===== src/logic/rcia_defs.vh =====
// Constants for the radio core interrupt aggregator: register offsets,
// bit positions, reset values and writable-bit masks.
// Assumes inclusion by bare name from the design files under logic/ and the checker and bench under verif/.
`ifndef RCIA_DEFS_VH
`define RCIA_DEFS_VH

// ==========================================================================
// Register offsets (16-bit register port address).
`define RCIA_ADDR_W 16
`define RCIA_OFF_EVENT_FLAGS_B 16'h0091
`define RCIA_OFF_ERROR_FLAGS 16'h00bf
`define RCIA_OFF_EVENT_FLAGS_A 16'h00e9
`define RCIA_OFF_EVENT_MASK_A 16'h61a3
`define RCIA_OFF_EVENT_MASK_B 16'h61a4
`define RCIA_OFF_ERROR_MASK 16'h61a5
`define RCIA_OFF_CPU_CTRL 16'h61a6

// ==========================================================================
// Reset values and implemented-bit masks.
`define RCIA_RESET_BYTE 8'h00
`define RCIA_BITS_A 8'hfe
`define RCIA_BITS_B 8'h3f
`define RCIA_BITS_ERR 8'h7f
`define RCIA_MASK_A_BITS 8'hff

// ==========================================================================
// CPU control register fields.
`define RCIA_CPU_ERR_EN 0
`define RCIA_CPU_NRM_EN 1
`define RCIA_CPU_ERR_FLAG 2
`define RCIA_CPU_NRM_FLAG 3

// ==========================================================================
// Bit positions of the individual sources.
`define RCIA_A_RXEN_CLR 7
`define RCIA_A_RX_DONE 6
`define RCIA_A_FILTER_OK 5
`define RCIA_A_SRC_HIT 4
`define RCIA_A_SRC_DONE 3
`define RCIA_A_RX_THRESH 2
`define RCIA_A_SFD 1
`define RCIA_B_RESUMED 5
`define RCIA_B_HALTED 4
`define RCIA_B_MANUAL 3
`define RCIA_B_IDLE 2
`define RCIA_B_TX_DONE 1
`define RCIA_B_ACK_SENT 0
`define RCIA_E_CMD_REJ 6
`define RCIA_E_TX_UNDER 5
`define RCIA_E_TX_OVER 4
`define RCIA_E_RX_UNDER 3
`define RCIA_E_RX_OVER 2
`define RCIA_E_RX_ABORT 1
`define RCIA_E_SYNTH 0

`endif


===== src/logic/rcia_top.v =====
// Radio core interrupt aggregator: event flags, masks, combined requests
// and the CPU-level vector flags with their enables.
// Assumes single-cycle event pulses from the radio, synchronous to clk,
// and a register port master that never needs wait states; the CPU side
// sees two level requests held until software clears them.
//
// Function
// - Drive error request (vector 0) and normal request (vector 12).
// - Normal request combines normal flags and fires on a rising edge.
// - Each source has its own flag bit and its own mask bit.
// - Flags update on events regardless of the mask state.
// - Clearing one flag with other unmasked flags set raises another request.
// - Vector enable and CPU-level flag must both be set to reach CPU.
// - CPU-level error and normal flags set when combined request fires.
// - Flags A bits 7,6,5: receive enable cleared, frame received, filter pass.
// - Flags A bit 4 source match hit, bit 3 source match finished.
// - Flags A bit 2 on threshold exceeded and on complete frame.
// - Flags A bit 1 on start-of-frame delimiter; bit 0 reserved.
// - Flags B bits 5,4,3: resumed, halted, manual; bits 7:6 zero.
// - Flags B bits 2,1,0: idle entered, frame sent, acknowledgement sent.
// - Error bit 6 on rejected command strobe.
// - Error bits 5..2 on FIFO under/overflows; bit 7 zero.
// - Error bit 1 on reception abort, bit 0 on synthesizer lock failure.
// - Event masks mirror flag positions, 1 enables, reset to 0.
// - Error mask mirrors error flag positions, 1 enables.
`timescale 1ns/10ps
`default_nettype none
`include "rcia_defs.vh"

module rcia_top (
  // Clock and reset.
  input wire clk,
  input wire reset_n,
  // Register port.
  input wire [`RCIA_ADDR_W-1:0] reg_addr,
  input wire [7:0] reg_wdata,
  input wire reg_wr,
  input wire reg_rd,
  output reg [7:0] reg_rdata_ff,
  // Normal event pulses from the radio.
  input wire receive_enable_cleared,
  input wire rx_frame_complete,
  input wire frame_passed_filter,
  input wire source_match_hit,
  input wire source_match_finished,
  input wire rx_threshold_reached,
  input wire sfd_seen,
  input wire strobe_processor_resumed,
  input wire strobe_processor_halted,
  input wire strobe_processor_manual_irq,
  input wire radio_entered_idle,
  input wire tx_frame_complete,
  input wire ack_frame_sent,
  // Error event pulses from the radio.
  input wire command_rejected,
  input wire tx_fifo_underflow,
  input wire tx_fifo_overflow,
  input wire rx_fifo_underflow,
  input wire rx_fifo_overflow,
  input wire reception_aborted,
  input wire synth_lock_failure,
  // CPU interrupt requests.
  output reg radio_error_vector_ff,
  output reg normal_vector_ff
);

  // ========================================================================
  // Register state.
  reg [7:0] radio_event_flags_a_ff;
  reg [7:0] radio_event_flags_b_ff;
  reg [7:0] radio_error_flags_ff;
  reg [7:0] radio_event_mask_a_ff;
  reg [7:0] radio_event_mask_b_ff;
  reg [7:0] radio_error_mask_ff;
  reg error_vector_enable_ff;
  reg normal_vector_enable_ff;
  reg error_vector_cpu_flag_ff;
  reg normal_vector_cpu_flag_ff;
  reg err_req_ff;
  reg nrm_req_ff;

  // Next-state values and event vectors, all combinational.
  reg [7:0] nxt_flags_a;
  reg [7:0] nxt_flags_b;
  reg [7:0] nxt_err_flags;
  reg [7:0] ev_a;
  reg [7:0] ev_b;
  reg [7:0] ev_err;
  reg [7:0] nxt_rdata;
  reg nxt_err_cpu;
  reg nxt_nrm_cpu;

  // Decoded strobes and request terms.
  wire wr_a;
  wire wr_b;
  wire wr_e;
  wire wr_mask_a;
  wire wr_mask_b;
  wire wr_mask_e;
  wire wr_ctrl;
  wire err_req;
  wire nrm_req;
  wire nrm_clears;
  wire err_clears;
  wire nrm_req_post;
  wire err_req_post;
  wire nrm_retrigger;
  wire err_retrigger;
  wire nrm_rise;
  wire err_rise;

  // ========================================================================
  // Event vectors gathered at their flag positions.
  always @* begin
    ev_a = `RCIA_RESET_BYTE;
    ev_b = `RCIA_RESET_BYTE;
    ev_err = `RCIA_RESET_BYTE;
    ev_a[`RCIA_A_RXEN_CLR] = receive_enable_cleared;
    ev_a[`RCIA_A_RX_DONE] = rx_frame_complete;
    ev_a[`RCIA_A_FILTER_OK] = frame_passed_filter;
    ev_a[`RCIA_A_SRC_HIT] = source_match_hit;
    ev_a[`RCIA_A_SRC_DONE] = source_match_finished;
    // A complete frame also raises the threshold flag.
    ev_a[`RCIA_A_RX_THRESH] = rx_threshold_reached | rx_frame_complete;
    ev_a[`RCIA_A_SFD] = sfd_seen;
    // Bit 0 of flags A has no source, so it can never be set.
    ev_b[`RCIA_B_RESUMED] = strobe_processor_resumed;
    ev_b[`RCIA_B_HALTED] = strobe_processor_halted;
    ev_b[`RCIA_B_MANUAL] = strobe_processor_manual_irq;
    ev_b[`RCIA_B_IDLE] = radio_entered_idle;
    ev_b[`RCIA_B_TX_DONE] = tx_frame_complete;
    ev_b[`RCIA_B_ACK_SENT] = ack_frame_sent;
    ev_err[`RCIA_E_CMD_REJ] = command_rejected;
    ev_err[`RCIA_E_TX_UNDER] = tx_fifo_underflow;
    ev_err[`RCIA_E_TX_OVER] = tx_fifo_overflow;
    ev_err[`RCIA_E_RX_UNDER] = rx_fifo_underflow;
    ev_err[`RCIA_E_RX_OVER] = rx_fifo_overflow;
    ev_err[`RCIA_E_RX_ABORT] = reception_aborted;
    ev_err[`RCIA_E_SYNTH] = synth_lock_failure;
  end

  // ========================================================================
  // Write decode.
  assign wr_a = reg_wr && (reg_addr == `RCIA_OFF_EVENT_FLAGS_A);
  assign wr_b = reg_wr && (reg_addr == `RCIA_OFF_EVENT_FLAGS_B);
  assign wr_e = reg_wr && (reg_addr == `RCIA_OFF_ERROR_FLAGS);
  // Mask registers and the control enables are written whole; reserved bits drop below.
  assign wr_mask_a = reg_wr && (reg_addr == `RCIA_OFF_EVENT_MASK_A);
  assign wr_mask_b = reg_wr && (reg_addr == `RCIA_OFF_EVENT_MASK_B);
  assign wr_mask_e = reg_wr && (reg_addr == `RCIA_OFF_ERROR_MASK);
  assign wr_ctrl = reg_wr && (reg_addr == `RCIA_OFF_CPU_CTRL);

  // ========================================================================
  // Flag update: a write of 0 clears, an event in the same cycle wins, and
  // unimplemented bits stay zero. Masks are not consulted here on purpose.
  // Reserved positions are cut after the merge, so no event path sets them.
  always @* begin
    nxt_flags_a = radio_event_flags_a_ff;
    nxt_flags_b = radio_event_flags_b_ff;
    nxt_err_flags = radio_error_flags_ff;
    if (wr_a) begin
      nxt_flags_a = nxt_flags_a & reg_wdata;
    end
    if (wr_b) begin
      nxt_flags_b = nxt_flags_b & reg_wdata;
    end
    if (wr_e) begin
      nxt_err_flags = nxt_err_flags & reg_wdata;
    end
    nxt_flags_a = (nxt_flags_a | ev_a) & `RCIA_BITS_A;
    nxt_flags_b = (nxt_flags_b | ev_b) & `RCIA_BITS_B;
    nxt_err_flags = (nxt_err_flags | ev_err) & `RCIA_BITS_ERR;
  end

  // ========================================================================
  // Combined requests: OR over sources of flag AND mask.
  // These are levels; the edge detection below turns a rise into one
  // trigger for the CPU-level flag.
  assign nrm_req = |(radio_event_flags_a_ff & radio_event_mask_a_ff) |
                   |(radio_event_flags_b_ff & radio_event_mask_b_ff);
  assign err_req = |(radio_error_flags_ff & radio_error_mask_ff);

  // ========================================================================
  // Retrigger on a partial clear. Clearing one core flag while other
  // unmasked flags stay set keeps the combined request high, so no edge
  // appears; such a write counts as a fresh trigger instead. The request is
  // judged after the write, so clearing the last flag raises nothing.
  assign nrm_clears = (wr_a && |(radio_event_flags_a_ff & ~reg_wdata)) ||
                      (wr_b && |(radio_event_flags_b_ff & ~reg_wdata));
  assign err_clears = wr_e && |(radio_error_flags_ff & ~reg_wdata);
  assign nrm_req_post = |(nxt_flags_a & radio_event_mask_a_ff) |
                        |(nxt_flags_b & radio_event_mask_b_ff);
  assign err_req_post = |(nxt_err_flags & radio_error_mask_ff);
  assign nrm_retrigger = nrm_clears && nrm_req_post;
  assign err_retrigger = err_clears && err_req_post;

  // ========================================================================
  // Rising edges of the combined requests.
  assign nrm_rise = nrm_req && !nrm_req_ff;
  assign err_rise = err_req && !err_req_ff;

  // ========================================================================
  // CPU-level flags: a write of 0 clears, a trigger in the same cycle wins.
  always @* begin
    nxt_err_cpu = error_vector_cpu_flag_ff;
    nxt_nrm_cpu = normal_vector_cpu_flag_ff;
    if (wr_ctrl && !reg_wdata[`RCIA_CPU_ERR_FLAG]) begin
      nxt_err_cpu = 1'b0;
    end
    if (wr_ctrl && !reg_wdata[`RCIA_CPU_NRM_FLAG]) begin
      nxt_nrm_cpu = 1'b0;
    end
    if (err_rise || err_retrigger) begin
      nxt_err_cpu = 1'b1;
    end
    if (nrm_rise || nrm_retrigger) begin
      nxt_nrm_cpu = 1'b1;
    end
  end

  // ========================================================================
  // Read mux; unmapped addresses read zero.
  always @* begin
    nxt_rdata = `RCIA_RESET_BYTE;
    if (reg_addr == `RCIA_OFF_EVENT_FLAGS_A) begin
      nxt_rdata = radio_event_flags_a_ff;
    end else if (reg_addr == `RCIA_OFF_EVENT_FLAGS_B) begin
      nxt_rdata = radio_event_flags_b_ff;
    end else if (reg_addr == `RCIA_OFF_ERROR_FLAGS) begin
      nxt_rdata = radio_error_flags_ff;
    end else if (reg_addr == `RCIA_OFF_EVENT_MASK_A) begin
      nxt_rdata = radio_event_mask_a_ff;
    end else if (reg_addr == `RCIA_OFF_EVENT_MASK_B) begin
      nxt_rdata = radio_event_mask_b_ff;
    end else if (reg_addr == `RCIA_OFF_ERROR_MASK) begin
      nxt_rdata = radio_error_mask_ff;
    end else if (reg_addr == `RCIA_OFF_CPU_CTRL) begin
      // Enables in the low bits, CPU-level flags above them.
      nxt_rdata[`RCIA_CPU_ERR_EN] = error_vector_enable_ff;
      nxt_rdata[`RCIA_CPU_NRM_EN] = normal_vector_enable_ff;
      nxt_rdata[`RCIA_CPU_ERR_FLAG] = error_vector_cpu_flag_ff;
      nxt_rdata[`RCIA_CPU_NRM_FLAG] = normal_vector_cpu_flag_ff;
    end
    // Outside a read the data return to zero, so a stale value never
    // looks like a fresh answer.
    if (!reg_rd) begin
      nxt_rdata = `RCIA_RESET_BYTE;
    end
  end

  // ========================================================================
  // Core flag registers. Events land here whatever the masks say; only a
  // software write of 0 clears a bit.
  always @(posedge clk or negedge reset_n) begin
    if (!reset_n) begin
      radio_event_flags_a_ff <= `RCIA_RESET_BYTE;
      radio_event_flags_b_ff <= `RCIA_RESET_BYTE;
      radio_error_flags_ff <= `RCIA_RESET_BYTE;
    end else begin
      radio_event_flags_a_ff <= nxt_flags_a;
      radio_event_flags_b_ff <= nxt_flags_b;
      radio_error_flags_ff <= nxt_err_flags;
    end
  end

  // ========================================================================
  // Source masks. Only implemented positions are stored, so reserved mask
  // bits read back as zero; bit 0 of mask A is kept though it has no source.
  always @(posedge clk or negedge reset_n) begin
    if (!reset_n) begin
      radio_event_mask_a_ff <= `RCIA_RESET_BYTE;
      radio_event_mask_b_ff <= `RCIA_RESET_BYTE;
      radio_error_mask_ff <= `RCIA_RESET_BYTE;
    end else begin
      if (wr_mask_a) begin
        radio_event_mask_a_ff <= reg_wdata & `RCIA_MASK_A_BITS;
      end
      if (wr_mask_b) begin
        radio_event_mask_b_ff <= reg_wdata & `RCIA_BITS_B;
      end
      if (wr_mask_e) begin
        radio_error_mask_ff <= reg_wdata & `RCIA_BITS_ERR;
      end
    end
  end

  // ========================================================================
  // Vector enables. They gate only the requests to the CPU; the CPU-level
  // flags keep recording edges while a vector is disabled.
  always @(posedge clk or negedge reset_n) begin
    if (!reset_n) begin
      error_vector_enable_ff <= 1'b0;
      normal_vector_enable_ff <= 1'b0;
    end else if (wr_ctrl) begin
      error_vector_enable_ff <= reg_wdata[`RCIA_CPU_ERR_EN];
      normal_vector_enable_ff <= reg_wdata[`RCIA_CPU_NRM_EN];
    end
  end

  // ========================================================================
  // CPU-level flags and the request history used for edge detection. The
  // history resets low, matching an idle request, so no false edge follows
  // reset.
  always @(posedge clk or negedge reset_n) begin
    if (!reset_n) begin
      error_vector_cpu_flag_ff <= 1'b0;
      normal_vector_cpu_flag_ff <= 1'b0;
      err_req_ff <= 1'b0;
      nrm_req_ff <= 1'b0;
    end else begin
      error_vector_cpu_flag_ff <= nxt_err_cpu;
      normal_vector_cpu_flag_ff <= nxt_nrm_cpu;
      err_req_ff <= err_req;
      nrm_req_ff <= nrm_req;
    end
  end

  // ========================================================================
  // Read data register. It stands for one cycle after the read strobe and
  // is zero otherwise, so a master may sample it without a valid flag.
  always @(posedge clk or negedge reset_n) begin
    if (!reset_n) begin
      reg_rdata_ff <= `RCIA_RESET_BYTE;
    end else begin
      reg_rdata_ff <= nxt_rdata;
    end
  end

  // ========================================================================
  // Requests to the CPU. Both the vector enable and the CPU-level flag must
  // be set; the enable is the registered one, so a change of enable reaches
  // the pin one cycle after the write.
  always @(posedge clk or negedge reset_n) begin
    if (!reset_n) begin
      radio_error_vector_ff <= 1'b0;
      normal_vector_ff <= 1'b0;
    end else begin
      radio_error_vector_ff <= nxt_err_cpu & error_vector_enable_ff;
      normal_vector_ff <= nxt_nrm_cpu & normal_vector_enable_ff;
    end
  end

endmodule // rcia_top
`default_nettype wire


===== config.mk =====
export PLATFORM = sky130hd
export DESIGN_NAME = rcia_top
export DESIGN_NICKNAME = d
export VERILOG_FILES = /design/src/logic/rcia_top.v
export VERILOG_INCLUDE_DIRS = /design/src /design/src/logic
export SDC_FILE = /design/constraint.sdc
export NUM_CORES = 1
export LEC_CHECK = 0
export BUFFER_PORTS_ARGS = -buffer_cell sky130_fd_sc_hd__buf_2
export CORE_UTILIZATION = 30
export DETAILED_ROUTE_END_ITERATION = 8
export SYNTH_ARGS = -nofsm -noshare
export SYNTH_HDL_FRONTEND = slang
export SYNTH_SLANG_ARGS = --single-unit

===== constraint.sdc =====
create_clock -name clk -period 1.55 [get_ports clk]
set_input_delay 0.0775 -clock clk [delete_from_list [all_inputs] [get_ports clk]]
set_output_delay 0.0775 -clock clk [all_outputs]
set_load 0.05 [all_outputs]

==> results of run 1 <==
==> routing by layer <==
metal | global-route usage [%] | vias up | share of wire (%)
li1 | - | 1647 | -
met1 | 31.24 | 1777 | 44
met2 | 36.50 | 165 | 46
met3 | 4.844 | 32 | 6.7
met4 | 8.631 | 0 | 3.3
met5 | 0 | - | 0
==> logic make-up after synthesis <==
group,Yosys count
compound gates,124
buf+inv,22
flops,57
mux,11
simple gates,130
==> layout make-up <==
cell class,instances,share of cell area [%]
multi-input combinational,265,39.17
sequential,57,28.00
timing repair buffer,166,24.21
tap,136,3.340
clock buffer,11,2.972
clock inverter,5,1.523
inverter,10,0.7859
==> flip-flops by register name (all words and copies together) (netlist names), 6 cells and up <==
register                cells
radio_event_flags_b_ff      6
radio_event_mask_b_ff       6
radio_error_mask_ff         7
reg_rdata_ff                8
radio_event_mask_a_ff       8
radio_error_flags_ff        7
radio_event_flags_a_ff      7
==> critical path, stage by stage <==
cell,delay [ps]
buf_2,110
buf_6,120
nor4b_4,310
buf_4,170
nand4bb_4,110
buf_6,160
buf_6,130
nor4_1,340
o22a_1,210
a41oi_2,120
or2_1,220
==> synth_stat cells (3+ instances only) <==
cell      number
a21o_1         4
o21a_1         6
a221oi_1       5
a22oi_1       13
nand4_1        5
nand2b_1      23
inv_1         10
buf_2          5
nor2b_1        3
o21ai_0       52
mux2_2        10
a222oi_1       6
a41oi_1        4
nor3_1         7
and3_1         3
o41ai_1        3
and2_1         3
a21oi_1        8
nor2_1        16
or2_2          4
nand3_1        5
nand2_1       29
clkbuf_1       6
nor4_1         7
dfrtp_1       57
==> power by group through the flow <==
stage	sequential [W]	combinational, W	clock (W)
after floorplan	0.00152	0.0000944	0
after global routing	0.00149	0.000421	0.00172
after CTS	0.00150	0.000380	0.00166
after detailed placement	0.00152	0.000326	0
final	0.00150	0.000393	0.00162
after global placement	0.00152	0.000323	0
==> stage by stage <==
step / setup slack [ps] / hold WS [ps] / util (%)
2_1_floorplan: -375.5 / -218.1 / -
3_3_place_gp: -592.5 / 40.61 / 41.97
3_5_place_dp: -667.2 / 39.92 / 41.97
4_1_cts: -215.2 / 3.669 / 47.18
5_1_grt: -389.4 / 13.71 / 48.91
6_report: -284.6 / 16.15 / 48.91
==> worst max path at each step <==
stage	from	depth (start not counted)	end	slack, ps
final	reg_addr[14]	11	normal_vector_cpu_flag_ff$_DFF_PN0_	-280
after global routing	reg_addr[14]	11	normal_vector_cpu_flag_ff$_DFF_PN0_	-390
after CTS	reg_addr[15]	9	radio_error_vector_ff$_DFF_PN0_	-220
after detailed placement	reg_addr[15]	8	normal_vector_cpu_flag_ff$_DFF_PN0_	-670
after global placement	reg_addr[15]	9	radio_error_vector_ff$_DFF_PN0_	-590
after floorplan	reg_addr[11]	7	radio_event_mask_a_ff[0]$_DFFE_PN0P_	-380
==> cells in the final DEF (no fill, tap or decap), types with 3 or more instances in the layout <==
master / count
o21a_1: 6
nand2_1: 25
o21ai_0: 45
nor3_1: 4
a221oi_1: 3
a21oi_1: 6
buf_2: 53
a21o_1: 4
nand4_1: 5
nor2_1: 15
dlygate4sd3_1: 19
and2_1: 3
dfrtp_1: 57
buf_4: 77
buf_6: 16
nor2b_1: 3
nor3_2: 3
or2_2: 3
clkbuf_8: 11
o21ai_1: 7
nand3_1: 5
or2_4: 3
a222oi_1: 6
nor4_1: 6
nand2b_1: 22
mux2_4: 10
a22oi_1: 13
inv_1: 9
==> repair_timing <==
item                                   in CTS  in global routing
setup endpoints to repair                  20                 22
pin swaps                                  16                 22
endpoints found under the hold margin      35                  0
buffers inserted                            2                  6
hold buffers                               19                  0
gates resized for setup                    22                 35
==> reports/qor.csv, run 1 <==
stage,metric,value,unit
status,outcome,"complete, but fails checks",
status,violations,negative setup slack,
power,leakage,2.229,nW
sta,worst_pin_slew,606.1,ps
worst_hold_path,min_path_cells,2,
place,dpl.hpwl,9628,um
clock_network,clk_pin_slew,70,ps
global_route,grt_usage,23.21,%
clock_network,htreeDepth,3,
sta,post-route-worst-setup-slack,-284.6,ps
drt,drt-total-wl,12610,um
global_route,grt_max_degree,41,
logic_synthesis,syn_avg_cell_area,9.475,um^2
logic_synthesis,synth_fa_ha_area_share,0,%
clock_network,tritoncts,done,
drt,vias,3621,
drt,ant_nets,0,
worst_hold_path,hp-start,rx_frame_complete,
final_layout,syn_to_final_growth,56.31,%
die,rows,37,
sta,finClkSkew,5.911,ps
critical_path,cp-end-kind,register,
clock_network,root_buffer,clkbuf_8,
final_layout,layoutNonFillerInstCount,650,
power,p_sw,0.0008462,W
drt,vias_per_cell,5.571,
sta,slew_violations,0,
die,die_h,106.2,um
sta,slew_headroom,59.59,%
logic_synthesis,synthesis.area,3259,um^2
logic_synthesis,synth_area_leader_cell,dfrtp_1,
global_route,grt_pass1_wl,19510,um
power,power,0.003514,W
place,dp_cells,608,
place,place_area,4372,um^2
critical_path,crit_required,1790,ps
drt,route.detailed.drc,0,
sta,setup_viol,18,
clock_network,cts_buffers,9,
final_layout,fillers,988,
die,core-area,10420,um^2
worst_hold_path,hold_end,radio_event_flags_a_ff[6]$_DFF_PN0_,
power,peakVddDrop,370.6,uV
logic_synthesis,synth-main-ff-cell,dfrtp_1,
final_layout,multi_input_area,1996,um^2
power,p_comb_share,11.2,%
logic_synthesis,synth_xor_area_share,0,%
clock_network,clk_path_buf_depth,2,
final_layout,stdcell_area,5095,um^2
critical_path,cp_max_fo,5,
die,start_util,31.29,%
sta,rsz0062_at_grt,true,
sta,finalHoldViolCount,0,
final_layout,antennaDiodeCount,0,
power,p_seq_share,42.6,%
sta,fmax,545.1,MHz
critical_path,worstReg2RegStart,radio_event_mask_a_ff[3]$_DFFE_PN0P_,
critical_path,crit_arrival,2080,ps
die,die_area,11290,um^2
place,gp_congestion,0.9194,
final_layout,drive_gt1_share,42.22,%
clock_network,clk-insertion-delay-late,350,ps
drt,post_drt_wl_per_cell,19.40,um
power,power_density,689.7,nW/um^2
critical_path,rrSetupSlack,-190,ps
final_layout,nets,557,
sta,fin_crit_sh,118.4,%
logic_synthesis,yosysWarnings,0,
logic_synthesis,synth-seq-cells,57,
drt,dr.pass1.iters,7,
run,cap_violations,0,
place,port_buffers,57,
critical_path,critPathKind,primary input to register,
global_route,grt_overflow,0,
logic_synthesis,yosys-top-cells-area,"dfrtp_1 44%, o21ai_0 8.0%, nand2b_1 4.4%",
power,p_int,0.002668,W
drt,drt_iter0_drc,297,
global_route,grt_pass1_vias,3547,
power,clkPwrFrac,46.2,%
logic_synthesis,syn_nets,392,
logic_synthesis,synth_top_family_by_area,compound AO/OA/AOI/OAI gates,
critical_path,worstSetupStartpointType,primary input,
sta,min_period,1835,ps
worst_hold_path,hold_path.class,primary input to register,
logic_synthesis,syn_inst,344,
logic_synthesis,synth-simple-area-share,24.07,%
logic_synthesis,async_reset_ff_share,100.0,%
critical_path,reg2regPathDepth,6,
clock_network,clkSinkCount,57,
sta,final.setup.tns,-3337,ps
logic_synthesis,ys_seq_area_share,43.76,%
logic_synthesis,synth_edf_count,0,
logic_synthesis,yosysUniqueCellTypes,58,
final_layout,register_area,1426,um^2
logic_synthesis,synthMuxAreaShare,3.762,%
global_route,antenna_found_initial,0,
logic_synthesis,yosysTopAreaCellShare,43.76,%
critical_path,r2r_end,normal_vector_cpu_flag_ff$_DFF_PN0_,
power,switching_share,24.08,%
die,die_w,106.2,um
logic_synthesis,synth_compound_area_share,25.45,%
die,io_pins,58,
Note: power is estimated with default switching activity, not from simulation.
==> run 2: changes to the inputs <==
--- a/config.mk
+++ b/config.mk
@@ -6,6 +6,7 @@
 export SDC_FILE = /design/constraint.sdc
 export NUM_CORES = 1
 export LEC_CHECK = 0
+export ABC_AREA = 1
 export BUFFER_PORTS_ARGS = -buffer_cell sky130_fd_sc_hd__buf_2
 export CORE_UTILIZATION = 30
 export DETAILED_ROUTE_END_ITERATION = 8
==> constraint.sdc (replaced) <==
create_clock -name clk -period 2 [get_ports clk]
set_input_delay 0.1 -clock clk [delete_from_list [all_inputs] [get_ports clk]]
set_output_delay 0.1 -clock clk [all_outputs]
set_load 0.05 [all_outputs]
==> run 2 against run 1 <==
Final area fell by 19%. The flow now finishes without violations. Hold slack lost 15 ps. Via count shrank 5.8%. Non-clock buffer count fell by 92. Largest power group is now registers.
==> reports/qor.csv, run 2 <==
stage,metric,value,unit,change
sta,fin_crit_sh,88.31,%,
logic_synthesis,yosysTopAreaCellShare,42.82,%,-0.94 points
power,peakVddDrop,241.0,uV,-35%
critical_path,slowest_stage,dlygate4sd3_1,,
logic_synthesis,synthTopCellsByCount,"134 x nand2_1, 68 x inv_1, 57 x dfrtp_1",,
status,outcome,finished clean,,
logic_synthesis,yosysWarnings,0,,unchanged
clock_network,root_buffer,clkbuf_8,,
sta,rsz0062_at_grt,false,,
global_route,grt_overflow,0,,unchanged
place,dpl.hpwl,7771,um,-19%
drt,post_drt_wl_per_cell,15.07,um,-22%
clock_network,cts_setup_buffers,0,,-2
critical_path,crit_buf_inv,3,,-2
place,dp_worst_setup_slack,218.8,ps,+886.1 ps
sta,slew_violations,0,,unchanged
drt,drt_iter0_drc,286,,-3.7%
sta,min_period,1766,ps,
critical_path,worstSetupStartpointType,primary input,,
global_route,grt_max_degree,35,,-15%
clock_network,clk_pin_slew,70,ps,about the same
clock_network,cts_buffers,9,,unchanged
logic_synthesis,syn_nets,503,,+28%
global_route,met2_usage,30.78,%,-5.7 points
critical_path,crit_arrival,1990,ps,-90 ps
logic_synthesis,synth_area_leader_cell,dfrtp_1,,
clock_network,clkSinkCount,57,,unchanged
final_layout,syn_to_final_growth,23.93,%,
logic_synthesis,async_reset_ff_share,100.0,%,unchanged
clock_network,tritoncts,done,,
critical_path,crit_start,rx_frame_complete,,
sta,worst_pin_slew,578.9,ps,-27.24 ps
critical_path,cp_slowest_stage_delay,540,ps,+200 ps
die,io_pins,58,,unchanged
final_layout,mostFrequentLayoutCells,"134 x nand2_1, 68 x inv_1, 57 x dfrtp_1, 57 x buf_2, 33 x o21ai_0",,
drt,vias,3411,,-5.8%
global_route,antenna_found_initial,0,,unchanged
place,port_buffers,57,,unchanged
critical_path,rrSetupSlack,530,ps,+720 ps
die,core-area,10840,um^2,+4.1%
drt,vias_per_cell,5.038,,-9.6%
critical_path,critPathTopFamily,buffers and inverters,,
final_layout,antennaDiodeCount,0,,unchanged
final_layout,drive_gt1_share,19.37,%,-23 points
critical_path,worstReg2RegStart,radio_event_flags_b_ff[1]$_DFF_PN0_,,
drt,ant_nets,0,,unchanged
logic_synthesis,synth-main-ff-cell,dfrtp_1,,
final_layout,layout_commonest_cell,nand2_1,,
logic_synthesis,syn_inst,455,,+32%
logic_synthesis,synth-seq-cells,57,,unchanged
final_layout,nets,581,,+4.3%
global_route,grt_use_met3,2.542,%,-2.3 points
place,gp_congestion,0.9130,,-0.70%
die,die_h,107.4,um,+1.1%
critical_path,critPathKind,primary input to register,,
logic_synthesis,yosys-top-cells-area,"dfrtp_1 43%, nand2_1 15%, inv_1 7.7%",,
run,cap_violations,0,,unchanged
sta,fmax,566.2,MHz,
logic_synthesis,syn_avg_cell_area,7.320,um^2,-23%
drt,drt-total-wl,10210,um,-19%
global_route,grt_pass1_vias,3286,,-7.4%
logic_synthesis,ys_seq_area_share,42.82,%,-0.94 points
sta,setup_viol,0,,-18
critical_path,path_cells,"dlygate4sd3_1, buf_2, nor2_1, dlygate4sd3_1, nand2_1, nand2_1, nand3_1, nor2_1, nand3_1, nand2_1, a21oi_1",,
critical_path,crit_top_cell,nand2_1,,
sta,finClkSkew,13.60,ps,+7.686 ps
drt,route.detailed.drc,0,,unchanged
sta,finalHoldViolCount,0,,unchanged
global_route,use_met1,25.00,%,-6.2 points
drt,dr.pass1.iters,5,,-2
power,leakage,2.106,nW,-5.5%
global_route,busiest_layer,met2,,
clock_network,clk-insertion-delay-late,340,ps,about the same
sta,slew_headroom,61.41,%,+1.8 points
critical_path,crit_required,2230,ps,+440 ps
place,dp_cells,647,,+6.4%
final_layout,largestRegisters,"radio_event_mask_a_ff: 8 flops, reg_rdata_ff: 8 flops",,
die,die_w,107.4,um,+1.1%
final_layout,fillers,1149,,+16%
critical_path,cp_max_fo,2,,-3
sta,final.setup.tns,0,ps,+3337 ps
clock_network,htreeDepth,3,,unchanged
power,power_density,595.6,nW/um^2,-14%
logic_synthesis,synth_edf_count,0,,unchanged
critical_path,cp-end-kind,register,,
logic_synthesis,synthesis.area,3331,um^2,+2.2%
final_layout,layoutNonFillerInstCount,677,,+4.2%
global_route,grt_pass1_wl,16550,um,-15%
die,start_util,30.72,%,-0.57 points
sta,post-route-worst-setup-slack,233.7,ps,+518.3 ps
die,die_area,11530,um^2,+2.1%
global_route,grt_usage,18.95,%,-4.3 points
final_layout,fin_util,38.08,%,-11 points
clock_network,clk_path_buf_depth,2,,unchanged
logic_synthesis,yosysUniqueCellTypes,37,,-36%
die,rows,38,,+2.7%
sta,timing.hold.ws,1.572,ps,-14.58 ps
worst_hold_path,hold_path.class,primary input to register,,
worst_hold_path,hp-start,reception_aborted,,
logic_synthesis,yosysMostFrequentCell,nand2_1,,
==> run 2: through the flow <==
step	total power (W)	instance area, um^2
floorplan	0.001246	3331
global placement	0.001361	3781
detailed placement	0.001362	3781
CTS	0.002467	4128
global route	0.002544	4128
finish	0.002459	4128
==> run 2: report_power, final <==
group | leakage, nW | switching (W) | internal [W]
Combinational | 1.35 | 0.000129 | 0.0000810
Sequential | 0.661 | 0.000000258 | 0.00115
Clock | 0.0957 | 0.000458 | 0.000638
==> run 2: area by class of cell <==
type                       count  area [um^2]  area share, %
multi-input combinational    315         1582          38.31
sequential                    57         1426          34.56
timing repair buffer          74        462.9          11.22
inverter                      76        285.3          6.911
tap                          140        175.2          4.244
clock buffer                  13        158.9          3.850
clock inverter                 2        37.54         0.9094
==> run 2: worst paths after layout <==
path | depth (start not counted) | endpoint
worst max register to register | 6 | normal_vector_ff$_DFF_PN0_
min in group asynchronous | 2 | radio_event_mask_a_ff[7]$_DFFE_PN0P_
max in group asynchronous | 3 | radio_error_flags_ff[4]$_DFF_PN0_
worst min-delay path | 3 | radio_error_flags_ff[1]$_DFF_PN0_
worst min register to register | 2 | radio_event_mask_a_ff[0]$_DFFE_PN0P_
worst max-delay path | 11 | normal_vector_ff$_DFF_PN0_
==> run 2: cells by family (layout without fill, tap and decap cells) <==
| kind of cell | count (synthesis) | after routing | share of synthesized area [%] |
|---|---|---|---|
| flip-flops | 57 | 57 | 42.83 |
| buffers and inverters | 83 | 165 | 9.692 |
| AO/OA/AOI/OAI | 92 | 92 | 15.67 |
| AND/OR/NAND/NOR | 223 | 223 | 31.82 |
==> run 2: worst register-to-register path, stage by stage (launching register included) <==
cell and delay [ps]:
dfrtp_1 400, inv_1 130, o22ai_1 110, a221oi_1 250, nand3_1 170, a21oi_1 210
a21oi_1 90
==> run 2: timing repair <==
| item | in CTS | in global routing |
|---|---|---|
| hold buffers | 15 | 0 |
| gates resized for setup | 0 | 0 |
| hold endpoints to repair | 36 | 0 |
==> run 2: layer usage <==
metal | up-vias | wire length, um
li1 | 1644 | -
met1 | 1600 | 4558
met2 | 147 | 4649
met3 | 20 | 702
met4 | 0 | 294
met5 | - | 0
==> run 3: changes to the inputs <==
--- a/config.mk
+++ b/config.mk
@@ -10,6 +10,7 @@
 export BUFFER_PORTS_ARGS = -buffer_cell sky130_fd_sc_hd__buf_2
 export CORE_UTILIZATION = 30
 export DETAILED_ROUTE_END_ITERATION = 8
+export PLACE_DENSITY = 0.48
 export SYNTH_ARGS = -nofsm -noshare
 export SYNTH_HDL_FRONTEND = slang
 export SYNTH_SLANG_ARGS = --single-unit
==> run 3 against run 2 <==
Fmax is 3.0% lower. Clock skew fell by 7.5 ps. Sequential cell count did not move. First-iteration DRC count shrank 20%. Largest cell class unchanged.
==> reports/qor.csv, run 3 (synthesized netlist as in run 2, its figures left out) <==
stage,metric,value,unit,change
critical_path,r2r_end,normal_vector_ff$_DFF_PN0_,,
place,port_buffers,57,,unchanged
power,p_int,0.001840,W,-1.7%
place,dpl.hpwl,8614,um,+11%
worst_hold_path,hold_path.class,primary input to register,,
worst_hold_path,hold_end,radio_event_flags_b_ff[1]$_DFF_PN0_,,
drt,post_drt_wl_per_cell,15.99,um,+6.1%
die,die_w,107.4,um,unchanged
clock_network,root_buffer,clkbuf_8,,
drt,vias_per_cell,4.868,,-3.4%
critical_path,cp-end-kind,register,,
power,p_sw,0.0006036,W,+2.9%
sta,slew_headroom,64.83,%,+3.4 points
final_layout,mostFrequentLayoutCells,"134 x nand2_1, 68 x inv_1, 57 x dfrtp_1, 57 x buf_2, 33 x o21ai_0",,
clock_network,clkSinkCount,57,,unchanged
drt,drt-total-wl,10980,um,+7.6%
sta,final.setup.tns,0,ps,unchanged
power,power_density,582.9,nW/um^2,-2.1%
sta,timing.hold.ws,7.741,ps,+6.169 ps
clock_network,tritoncts,done,,
global_route,grt_pass1_vias,3218,,-2.1%
sta,finClkSkew,6.136,ps,-7.461 ps
global_route,grt_pass1_wl,17360,um,+4.9%
final_layout,fillers,1171,,+1.9%
final_layout,antennaDiodeCount,0,,unchanged
final_layout,nets,590,,+1.5%
run,cap_violations,0,,unchanged
die,die_h,107.4,um,unchanged
sta,worst_pin_slew,526.2,ps,-52.63 ps
power,clkPwrFrac,43.9,%,-0.7 points
global_route,grt_max_degree,23,,-34%
die,io_pins,58,,unchanged
critical_path,reg2regPathDepth,6,,unchanged
sta,slew_violations,0,,unchanged
die,start_util,30.72,%,unchanged
power,leakage,2.148,nW,+2.0%
drt,dr.pass1.iters,7,,+2
status,outcome,finished clean,,
global_route,antenna_found_initial,0,,unchanged
critical_path,critPathKind,primary input to register,,
critical_path,crit_start,rx_frame_complete,,
final_layout,drive_gt1_share,20.48,%,+1.1 points
sta,rsz0062_at_grt,false,,
critical_path,crit_required,2220,ps,about the same
power,switching_share,24.70,%,+0.85 points
power,p_comb_share,8.9,%,+0.4 points
place,place_area,3806,um^2,+0.66%
die,die_area,11530,um^2,unchanged
clock_network,clk_pin_slew,60,ps,about the same
drt,ant_nets,0,,unchanged
final_layout,layout_commonest_cell,nand2_1,,
final_layout,largestRegisters,"radio_event_mask_a_ff: 8 flops, reg_rdata_ff: 8 flops",,
clock_network,clk_path_buf_depth,2,,unchanged
final_layout,fin_util,38.67,%,+0.59 points
clock_network,htreeDepth,3,,unchanged
worst_hold_path,hp-start,tx_frame_complete,,
critical_path,crit_arrival,2040,ps,+50 ps
sta,min_period,1821,ps,+54.57 ps
place,gp_congestion,0.8993,,-1.5%
sta,fin_crit_sh,91.04,%,+2.7 points
final_layout,syn_to_final_growth,25.85,%,
critical_path,rrSetupSlack,480,ps,-50 ps
worst_hold_path,min_path_cells,2,,-1
global_route,grt_overflow,0,,unchanged
sta,finalHoldViolCount,0,,unchanged
critical_path,cp_max_fo,2,,unchanged
final_layout,stdcell_area,4192,um^2,+1.5%
power,p_seq_share,47.2,%,+0.3 points
die,core-area,10840,um^2,unchanged
drt,route.detailed.drc,0,,unchanged
die,rows,38,,unchanged
global_route,grt_usage,20.33,%,+1.4 points
clock_network,clk-insertion-delay-late,340,ps,about the same
power,peakVddDrop,262.5,uV,+8.9%
sta,fmax,549.2,MHz,-3.0%
sta,setup_viol,0,,unchanged
drt,vias,3344,,-2.0%
critical_path,worstSetupStartpointType,primary input,,
drt,drt_iter0_drc,229,,-20%
clock_network,cts_buffers,9,,unchanged
critical_path,worstReg2RegStart,radio_event_flags_b_ff[1]$_DFF_PN0_,,
run 3: cell count changes in the layout (fill, tap and decap cells not counted):
cell / change
buf_12: -1
clkbuf_8: -1
clkinv_2: +4
buf_4: +6
clkbuf_1: -2
dlygate4sd3_1: +4
run 3: per-layer routing:
metal | global-route usage [%] | part of all wire, % | wire length, um
met5 | 0 | 0 | 0
met3 | 3.753 | 5.0 | 544
met2 | 32.58 | 47 | 5166
met4 | 4.892 | 0.76 | 84
met1 | 28.26 | 47 | 5188
run 3: what timing repair did:
item                                    4_1_cts  5_1_grt
buffers inserted                              0        0
endpoints found under the setup margin        0        0
endpoints found under the hold margin        33        0
gates resized for setup                       0        0
hold buffers                                 19        0
run 3: final cells by class:
cell class	count	area [um^2]	share of cell area (%)
multi-input combinational	315	1582	37.73
tap	140	175.2	4.179
inverter	76	285.3	6.806
sequential	57	1426	34.03
clock inverter	6	57.56	1.373
clock buffer	10	137.6	3.284
timing repair buffer	83	528.0	12.60
run 3: how the worst max path moves through the flow:
stage,end,cells after the start
floorplan,radio_error_vector_ff$_DFF_PN0_,12
global placement,reg_rdata_ff[2]$_DFF_PN0_,12
detailed placement,radio_error_vector_ff$_DFF_PN0_,15
CTS,normal_vector_ff$_DFF_PN0_,11
global route,normal_vector_ff$_DFF_PN0_,11
finish,normal_vector_ff$_DFF_PN0_,11
run 3: power groups by stage:
stage | clock [W] | sequential [W] | combinational, W
2_1_floorplan | 0 | 0.00118 | 0.0000705
3_3_place_gp | 0 | 0.00117 | 0.000190
3_5_place_dp | 0 | 0.00117 | 0.000191
4_1_cts | 0.00109 | 0.00115 | 0.000220
5_1_grt | 0.00115 | 0.00115 | 0.000242
6_report | 0.00107 | 0.00115 | 0.000217
run 3: metrics by stage:
stage	cells	power (W)	setup WS, ps
2_1_floorplan	455	0.001246	662.6
3_3_place_gp	652	0.001365	201.2
3_5_place_dp	652	0.001366	146.3
4_1_cts	687	0.002466	201.6
5_1_grt	687	0.002543	58.14
6_report	687	0.002443	179.2
run 3: worst max-delay path, stage by stage:
cell	delay (ps)
dlygate4sd3_1	530
buf_2	130
nor2_1	90
dlygate4sd3_1	540
nand2_1	60
nand2_1	60
nand3_1	80
nor2_1	190
nand3_1	90
nand2_1	100
a21oi_1	70
